$ cat config.mk
export PLATFORM = sky130hd
export DESIGN_NAME = adcc_top
export DESIGN_NICKNAME = d
export VERILOG_FILES = /design/src/core/adcc_pkg.sv /design/src/core/adcc_top.sv
export VERILOG_INCLUDE_DIRS = /design/src /design/src/core
export SDC_FILE = /design/constraint.sdc
export NUM_CORES = 1
export LEC_CHECK = 0
export ABC_AREA = 1
export BUFFER_PORTS_ARGS = -buffer_cell sky130_fd_sc_hd__buf_2
export CORE_UTILIZATION = 50
export DETAILED_ROUTE_END_ITERATION = 6
export HOLD_SLACK_MARGIN = 0.15
export PLACE_DENSITY = 0.81
export SYNTH_ARGS = -nofsm -noshare
export SYNTH_HDL_FRONTEND = slang
export SYNTH_SLANG_ARGS = --single-unit
$ cat constraint.sdc
create_clock -name clk -period 2.1 [get_ports clk]
set_input_delay 0.42 -clock clk [delete_from_list [all_inputs] [get_ports clk]]
set_output_delay 0.42 -clock clk [all_outputs]
set_load 0.05 [all_outputs]
$ cat src/core/adcc_defs.svh
`ifndef ADCC_DEFS_SVH
`define ADCC_DEFS_SVH
// Register addresses on the plain register port.
`define ADCC_ADDR_RES_LO 4'h0
`define ADCC_ADDR_RES_HI 4'h1
`define ADCC_ADDR_MAIN 4'h2
`define ADCC_ADDR_SRC 4'h3
`define ADCC_ADDR_REF 4'h4
`define ADCC_ADDR_BGAP 4'h5
`define ADCC_ADDR_IRQ_STAT 4'h6
`define ADCC_ADDR_IRQ_MASK 4'h7
// Field positions of the main control register.
`define ADCC_MAIN_START 7
`define ADCC_MAIN_BUSY 6
`define ADCC_MAIN_EN 5
`define ADCC_MAIN_ALIGN 4
// Write masks of the configuration registers (unimplemented bits zero).
`define ADCC_SRC_MASK 8'hF7
`define ADCC_REF_MASK 8'h9F
`define ADCC_BGAP_MASK 8'h01
// Reset values.
`define ADCC_MAIN_RST 8'h00
`define ADCC_CFG_RST 8'h00
// Conversion length in converter clock periods.
`define ADCC_CONV_TICKS 5'h10
`endif

$ cat src/core/adcc_pkg.sv
package adcc_pkg;
    // Conversion sequencer states.
    typedef enum logic [1:0] {ADCC_IDLE, ADCC_ARMED, ADCC_CONV} adcc_state_type;
    // Register port request.
    typedef struct packed {
        logic [3:0] addr;
        logic [7:0] wdata;
        logic wr;
        logic rd;
    } adcc_req_type;
    // Analog front-end selection.
    typedef struct packed {
        logic [15:0] ext_connect;
        logic internal_sel;
        logic [2:0] internal_code;
    } adcc_mux_type;
endpackage : adcc_pkg

$ cat src/core/adcc_top.sv
`timescale 1ns/1ps
`include "adcc_defs.svh"
//////////////////////////////////////////////////////////////////////////////
module adcc_top
    import adcc_pkg::*;
(
    input wire logic clk, // System clock, 200 MHz.
    input wire logic rst_n, // Synchronous reset, active low.
    input wire adcc_req_type req, // Register port request.
    output logic [7:0] rdata, // Read data, one cycle after read.
    input wire logic [11:0] conv_data, // Result from the analog core.
    input wire logic [15:0] pin_analog_cfg, // Pins configured as inputs.
    output adcc_mux_type mux, // Analog multiplexer controls.
    output logic [15:0] pin_digital_off, // Digital function removed.
    output logic [15:0] pin_pullup_off, // Pull-high detached.
    output logic conv_power, // Converter powered.
    output logic conv_sample, // Converter clock enable pulse.
    output logic [7:0] ref_cfg, // Reference and gain settings.
    output logic bandgap_enable, // Bandgap reference enable.
    output logic irq // Level interrupt.
);

    //////////////////////////////////////////////////////////////////////////
    // Registers and internal state.
    logic [7:0] main_reg; // Start, enable, alignment, channel.
    logic [7:0] src_reg; // Input source and clock divider.
    logic [7:0] ref_reg; // Reference and gain configuration.
    logic [7:0] bgap_reg; // Bandgap control.
    logic busy_reg; // Conversion in progress.
    logic [11:0] result_reg; // Stored 12-bit result.
    logic irq_stat_reg; // Sticky completion status.
    logic irq_mask_reg; // Completion interrupt mask.
    logic [6:0] div_reg; // Conversion clock prescaler.
    logic [4:0] tick_reg; // Converter clock periods counted.
    adcc_state_type state_reg; // Sequencer state.
    logic start_bit; // Current start bit.
    logic start_next; // Start bit after this cycle's write.
    logic wr_main; // Write to main control this cycle.
    logic tick; // Conversion clock enable pulse.
    logic done; // Conversion completes this cycle.
    logic [3:0] source; // Input source field.
    logic [2:0] ckdiv; // Clock divider field.
    logic [6:0] div_limit; // Prescaler terminal count.
    logic [7:0] res_lo; // Presented low byte.
    logic [7:0] res_hi; // Presented high byte.
    logic abort; // Start bit rising edge in this cycle.

    //////////////////////////////////////////////////////////////////////////
    // Start bit edges.
    // The sequencer compares the stored start bit with the value that this
    // cycle's write is about to store, so an edge is seen in the very cycle
    // of the write and no extra register stage is needed.
    assign start_bit = main_reg[`ADCC_MAIN_START];
    assign wr_main = req.wr && req.addr == `ADCC_ADDR_MAIN;
    assign start_next = wr_main ? req.wdata[`ADCC_MAIN_START] : start_bit;
    // A rising edge resets the converter, even on its very last period.
    assign abort = !start_bit && start_next;
    // Fields of the input and clock select register.
    assign source = src_reg[7:4];
    assign ckdiv = src_reg[2:0];

    //////////////////////////////////////////////////////////////////////////
    // Control register writes.
    // Writes land at the edge that samples the strobe, so a read issued
    // in the next cycle already returns the new value.
    always_ff @(posedge clk)
    begin
        if (!rst_n)
        begin
            main_reg <= `ADCC_MAIN_RST;
            src_reg <= `ADCC_CFG_RST;
            ref_reg <= `ADCC_CFG_RST;
            bgap_reg <= `ADCC_CFG_RST;
            irq_mask_reg <= 1'b0;
        end
        else if (req.wr)
        begin
            // Address decode; unmapped and read-only addresses ignore writes.
            if (req.addr == `ADCC_ADDR_MAIN)
            begin
                // busy not writable
                // Start, enable, alignment and channel fields are stored.
                main_reg <= req.wdata & 8'hBF;
            end
            else if (req.addr == `ADCC_ADDR_SRC)
            begin
                // Unimplemented bit 3 stays zero.
                src_reg <= req.wdata & `ADCC_SRC_MASK;
            end
            else if (req.addr == `ADCC_ADDR_REF)
            begin
                // Unimplemented bits 6 and 5 stay zero.
                ref_reg <= req.wdata & `ADCC_REF_MASK;
            end
            else if (req.addr == `ADCC_ADDR_BGAP)
            begin
                // Only the enable bit exists.
                bgap_reg <= req.wdata & `ADCC_BGAP_MASK;
            end
            else if (req.addr == `ADCC_ADDR_IRQ_MASK)
            begin
                // Single completion mask bit.
                irq_mask_reg <= req.wdata[0];
            end
        end
    end

    //////////////////////////////////////////////////////////////////////////
    // Conversion clock prescaler.
    // The terminal count is one less than the ratio; the ratio of 128
    // wraps to zero in seven bits, so that code is handled on its own.
    // divide by power
    always_comb
    begin
        div_limit = 7'(8'h01 << ckdiv) - 7'h01;
        if (ckdiv == 3'h7)
        begin
            div_limit = 7'h7F;
        end
    end

    assign tick = state_reg == ADCC_CONV && div_reg >= div_limit;

    // Prescaler runs only while converting so every conversion starts aligned.
    always_ff @(posedge clk)
    begin
        if (!rst_n || state_reg != ADCC_CONV || tick)
        begin
            div_reg <= 7'h00;
        end
        else
        begin
            div_reg <= div_reg + 7'h01;
        end
    end

    //////////////////////////////////////////////////////////////////////////
    // Conversion sequencer.
    // Idle waits for a start bit rising edge, armed waits for the falling
    // edge, and converting counts converter periods. Busy is high only in
    // the converting state.
    // The last converter period ends the conversion, unless a start bit
    // rising edge in the same cycle resets the converter first; then no
    // result is taken and no completion is flagged.
    assign done = tick && tick_reg == `ADCC_CONV_TICKS - 5'h01 && !abort;

    always_ff @(posedge clk)
    begin
        if (!rst_n)
        begin
            state_reg <= ADCC_IDLE;
            busy_reg <= 1'b0;
            tick_reg <= 5'h00;
        end
        else if (!main_reg[`ADCC_MAIN_EN])
        begin
            // Switching off drops any conversion in flight.
            // disabled converter idles
            state_reg <= ADCC_IDLE;
            busy_reg <= 1'b0;
            tick_reg <= 5'h00;
        end
        else
        begin
            case (state_reg)
                // A rising edge aborts a running conversion as well.
                ADCC_IDLE, ADCC_CONV:
                begin
                    if (!start_bit && start_next)
                    begin
                        state_reg <= ADCC_ARMED;
                        busy_reg <= 1'b0;
                        tick_reg <= 5'h00;
                    end
                    else if (state_reg == ADCC_CONV && tick)
                    begin
                        if (done)
                        begin
                            state_reg <= ADCC_IDLE;
                            busy_reg <= 1'b0;
                        end
                        tick_reg <= tick_reg + 5'h01;
                    end
                end
                // Start held high keeps the converter in reset.
                ADCC_ARMED:
                begin
                    if (!start_next)
                    begin
                        state_reg <= ADCC_CONV;
                        busy_reg <= 1'b1;
                        tick_reg <= 5'h00;
                    end
                end
                default:
                begin
                    state_reg <= ADCC_IDLE;
                end
            endcase
        end
    end

    //////////////////////////////////////////////////////////////////////////
    // Result capture.
    // The analog core's word is taken only on a finished conversion, so
    // aborts and a switched-off converter leave the old result in place.
    always_ff @(posedge clk)
    begin
        if (!rst_n)
        begin
            result_reg <= 12'h000;
        end
        else if (done && main_reg[`ADCC_MAIN_EN])
        begin
            result_reg <= conv_data;
        end
    end

    // Presentation follows the alignment bit combinationally.
    // alignment re-presents
    always_comb
    begin
        if (main_reg[`ADCC_MAIN_ALIGN])
        begin
            res_hi = {4'h0, result_reg[11:8]};
            res_lo = result_reg[7:0];
        end
        else
        begin
            res_hi = result_reg[11:4];
            res_lo = {result_reg[3:0], 4'h0};
        end
    end

    //////////////////////////////////////////////////////////////////////////
    // Completion interrupt; set wins over the clear by read.
    // A read of the status register clears it, and a completion in that
    // same cycle is kept so that no event is lost.
    always_ff @(posedge clk)
    begin
        if (!rst_n)
        begin
            irq_stat_reg <= 1'b0;
        end
        else if (done && main_reg[`ADCC_MAIN_EN])
        begin
            irq_stat_reg <= 1'b1;
        end
        else if (req.rd && req.addr == `ADCC_ADDR_IRQ_STAT)
        begin
            irq_stat_reg <= 1'b0;
        end
    end

    // Level output: high while the unmasked status bit is set.
    assign irq = irq_stat_reg && irq_mask_reg;

    //////////////////////////////////////////////////////////////////////////
    // Read data, registered one cycle after the read strobe.
    // The word stands for the one cycle after the strobe and is zero
    // otherwise; reads have no side effect except on the status.
    always_ff @(posedge clk)
    begin
        if (!rst_n || !req.rd)
        begin
            rdata <= 8'h00;
        end
        else if (req.addr == `ADCC_ADDR_RES_LO)
        begin
            // Low byte in the selected alignment.
            rdata <= res_lo;
        end
        else if (req.addr == `ADCC_ADDR_RES_HI)
        begin
            // High byte in the selected alignment.
            rdata <= res_hi;
        end
        else if (req.addr == `ADCC_ADDR_MAIN)
        begin
            // Busy comes from the sequencer, not the stored byte.
            rdata <= {main_reg[7], busy_reg, main_reg[5:0]};
        end
        else if (req.addr == `ADCC_ADDR_SRC)
        begin
            // Source and clock divider fields.
            rdata <= src_reg;
        end
        else if (req.addr == `ADCC_ADDR_REF)
        begin
            rdata <= ref_reg;
        end
        else if (req.addr == `ADCC_ADDR_BGAP)
        begin
            rdata <= bgap_reg;
        end
        else if (req.addr == `ADCC_ADDR_IRQ_STAT)
        begin
            rdata <= {7'h00, irq_stat_reg};
        end
        else if (req.addr == `ADCC_ADDR_IRQ_MASK)
        begin
            rdata <= {7'h00, irq_mask_reg};
        end
        else
        begin
            // Unmapped addresses read zero.
            rdata <= 8'h00;
        end
    end

    //////////////////////////////////////////////////////////////////////////
    // Analog front-end controls.
    // Codes of the source field that pick an internal signal carry the
    // signal's number in their low three bits; every other code leaves
    // the external channel in charge.
    always_comb
    begin
        mux.internal_code = 3'h0;
        mux.internal_sel = 1'b0;
        case (source)
            4'h1, 4'h2, 4'h3, 4'h5, 4'h6, 4'h7:
            begin
                mux.internal_sel = 1'b1;
                mux.internal_code = source[2:0];
            end
            default:
            begin
                mux.internal_sel = 1'b0;
            end
        endcase
        mux.ext_connect = (main_reg[`ADCC_MAIN_EN] && !mux.internal_sel) ?
            16'(17'h00001 << main_reg[3:0]) : 16'h0000;
    end

    // Pins set up as analog inputs give up their digital driver and
    // their pull-high at once.
    // analog pins lose digital
    assign pin_digital_off = pin_analog_cfg;
    assign pin_pullup_off = pin_analog_cfg;
    // Outputs toward the analog core; all but conv_sample come straight from registers.
    assign conv_power = main_reg[`ADCC_MAIN_EN];
    assign conv_sample = tick;
    assign ref_cfg = ref_reg;
    assign bandgap_enable = bgap_reg[0];

endmodule : adcc_top

==> metrics.cfg <==
[status]
run_status = complete, but fails checks
failed_checks = setup timing

[synthesis]
synth-main-ff-cell = sky130_fd_sc_hd__dfxtp_1
yosysWarnings = 0
mappedNetlistArea_mm2 = 0.003202
seq_area_frac_synth = 0.3626
synth_async_sr_flop_share = 0
synth.distinct_cells = 38
synth_commonest_cells = 72 x sky130_fd_sc_hd__nor2_1, 70 x sky130_fd_sc_hd__nand2_1, 58 x sky130_fd_sc_hd__dfxtp_1
synth-edff-count = 0
netlist.top_cell.by_area = sky130_fd_sc_hd__dfxtp_1
post_synth_main_area_contributors = sky130_fd_sc_hd__dfxtp_1 36%, sky130_fd_sc_hd__nor2_1 8.4%, sky130_fd_sc_hd__buf_4 8.2%
postSynthCellCount = 456
yosys.area.top_type_share = 0.3626
syn-mean-instance-area_um2 = 7.022
synthMostInstantiatedCell = sky130_fd_sc_hd__nor2_1
ys_seq_elements = 58

[critical_path]
timing_worst_setup_path_type = reg -> out
end_kind = output pin
worstPathArrival_ns = 1.80
setup.worst_path.start_class = register
timing.critical_path.fanout_max = 6
worstPathRequired_ns = 1.68

[timing]
fin_skew_ns = 0.009763
period_share = 1.057
setup_repair_after_global_routing_missed_its_margin = true
final_hold_vios = 0
layout_setup_ws_ns = -0.1194
hold_ws_ns = 0.3001
slew_violations = 0
final.setup.tns_ns = -0.1194
finalWorstPathRequiredPeriod_ns = 2.219
max_clk_rate_ghz = 0.4506
setup_viol = 1

[routing]
avgRoutedWirePerCell_um = 13.74
routed_via_density = 5.503
ant_nets = 0
first_iter_violations = 243
wl_um = 7902
num_vias = 3164
drtPass1Iterations = 5
drc = 0

[hold_path]
worstHoldPathType = in -> reg

[pwr]
vdd_ir_drop_max_mv = 0.3146
p_total_uw = 2418
cellLeakagePower_uw = 0.001591
power_density_mw_per_mm2 = 652.9

[floorplanning]
core.rowCount = 28
start_util = 0.5283
dieHeight_um = 82.02
io_pins = 116
core_area_mm2 = 0.006061
design.die.area_mm2 = 0.006727
die_x_um = 82.02

[placement]
place.detailed.hpwl_um = 5684
gp_routability_congestion = 0.8943
dp_slack_ns = 0.05720
total_of_buffers_placed_on_input_and_output_ports = 65

[layout]
drive_above_1_share = 0.2500
area_growth_syn_to_layout_pct = 15.67
postLayoutCoreUtil = 0.6111
final_nets = 549
diodes_inserted = 0
largest_register_ffs = 12

[clocking]
cts_buffers = 9
cts_htree_levels = 3
cts-hold-fix-buffers = 0
clkSlewWorstSetupHoldPaths_ns = 0.07
cts_sinks = 58
clock_tree_root_driver_cell = sky130_fd_sc_hd__clkbuf_8
tritoncts_clock_tree = yes
insertion_delay_ns = 0.34
cts-root-to-sink-buffers = 2

[grt]
first_global_vias = 2816
number_of_antenna_violations_at_the_first_check_in_global_routing = 0
grt_usage = 0.2506
grt_first_pass_wirelength_um = 12700
grt-ovfl-total = 0
grt_max_degree = 30

[job]
maximum_capacitance_violations = 0

==> cells in the final DEF (no fill, tap or decap), types with 3 or more instances in the layout <==
cell type / synthesis / routed
sky130_fd_sc_hd__a211oi_1: 3 / 3
sky130_fd_sc_hd__a21oi_1: 42 / 38
sky130_fd_sc_hd__a21oi_2: 0 / 4
sky130_fd_sc_hd__buf_2: 2 / 62
sky130_fd_sc_hd__buf_4: 35 / 7
sky130_fd_sc_hd__clkbuf_8: 0 / 9
sky130_fd_sc_hd__dfxtp_1: 58 / 55
sky130_fd_sc_hd__dfxtp_4: 0 / 3
sky130_fd_sc_hd__ha_1: 10 / 8
sky130_fd_sc_hd__inv_1: 47 / 46
sky130_fd_sc_hd__inv_2: 2 / 3
sky130_fd_sc_hd__nand2_1: 70 / 67
sky130_fd_sc_hd__nand2_2: 2 / 5
sky130_fd_sc_hd__nand2_4: 3 / 3
sky130_fd_sc_hd__nand3_1: 31 / 29
sky130_fd_sc_hd__nor2_1: 72 / 67
sky130_fd_sc_hd__nor2_2: 1 / 5
sky130_fd_sc_hd__nor2_4: 2 / 3
sky130_fd_sc_hd__nor3_1: 6 / 6
sky130_fd_sc_hd__o211ai_1: 3 / 3
sky130_fd_sc_hd__o21ai_0: 33 / 32
sky130_fd_sc_hd__xor2_1: 3 / 3
==> stage by stage <==
step | area, um^2 | std cells
finish | 3704 | 575
global route | 3704 | 575
CTS | 3655 | 575
detailed placement | 3372 | 558
global placement | 3372 | 558
floorplan | 3212 | 457
==> critical path: stages (launching register included) <==
cell and delay [ns]:
sky130_fd_sc_hd__dfxtp_4 0.38, sky130_fd_sc_hd__a21oi_1 0.17, sky130_fd_sc_hd__ha_1 0.29, sky130_fd_sc_hd__a21oi_2 0.14, sky130_fd_sc_hd__nand2_1 0.06, sky130_fd_sc_hd__nand2_1 0.07
sky130_fd_sc_hd__nand3_2 0.09, sky130_fd_sc_hd__nand2_2 0.08, sky130_fd_sc_hd__inv_2 0.04, sky130_fd_sc_hd__buf_8 0.14
==> report_power, final <==
part | total [uW] | internal [uW] | switching, uW
Sequential | 1110 | 1100 | 9.60
Clock | 1140 | 665 | 480
Combinational | 159 | 48.7 | 110
==> path summary, 6_finish.rpt <==
check / start / endpoint / slack, ns / cells past startpoint
setup / recovery: src_reg[1]$_SDFFE_PN0P_ / conv_sample / -0.12 / 9
hold / removal: conv_data[6] / result_reg[6]$_SDFFE_PN0P_ / 0.30 / 3
setup reg to reg: src_reg[1]$_SDFFE_PN0P_ / tick_reg[4]$_SDFFE_PN0P_ / 0.09 / 12
hold reg to reg: div_reg[0]$_SDFF_PP0_ / div_reg[0]$_SDFF_PP0_ / 0.47 / 1
==> cell families (layout without fill, tap and decap cells) <==
| family | Yosys count | after routing | synth area share |
|---|---|---|---|
| AOI/OAI and AO/OA | 90 | 90 | 0.1559 |
| and+or+nand+nor | 195 | 195 | 0.2677 |
| DFF | 58 | 58 | 0.3626 |
| buffers and inverters | 96 | 139 | 0.1563 |
| other | 1 | 2 | 0.001171 |
| adders and majority gates | 10 | 10 | 0.03908 |
| muxes | 2 | 2 | 0.006253 |
| xor gates and xnor gates | 4 | 4 | 0.01094 |
==> repair_timing <==
action | CTS | global route
endpoints found under the setup margin | 1 | 23
pin swaps | 4 | 1
setup buffers | 1 | 0
resized for setup | 18 | 12
endpoints found under the hold margin | 0 | 0
==> area by class of cell <==
class	count	area, um^2
Sequential cell	58	1172
Multi-Input combinational cell	303	1630
Inverter	51	196.4
Tap cell	75	93.84
Clock inverter	7	93.84
Fill cell	529	2357
Timing Repair Buffer	72	392.9
Clock buffer	9	123.9
==> routing by layer <==
layer,wire (um),track usage,share of wire,up-vias
met2,3731,0.3975,0.47,145
met1,3347,0.3070,0.42,1459
met4,290,0.1684,0.037,0
met3,532,0.04667,0.067,37
li1,-,-,-,1523
met5,0,0,0,-
(Power assumes the default switching activity.)
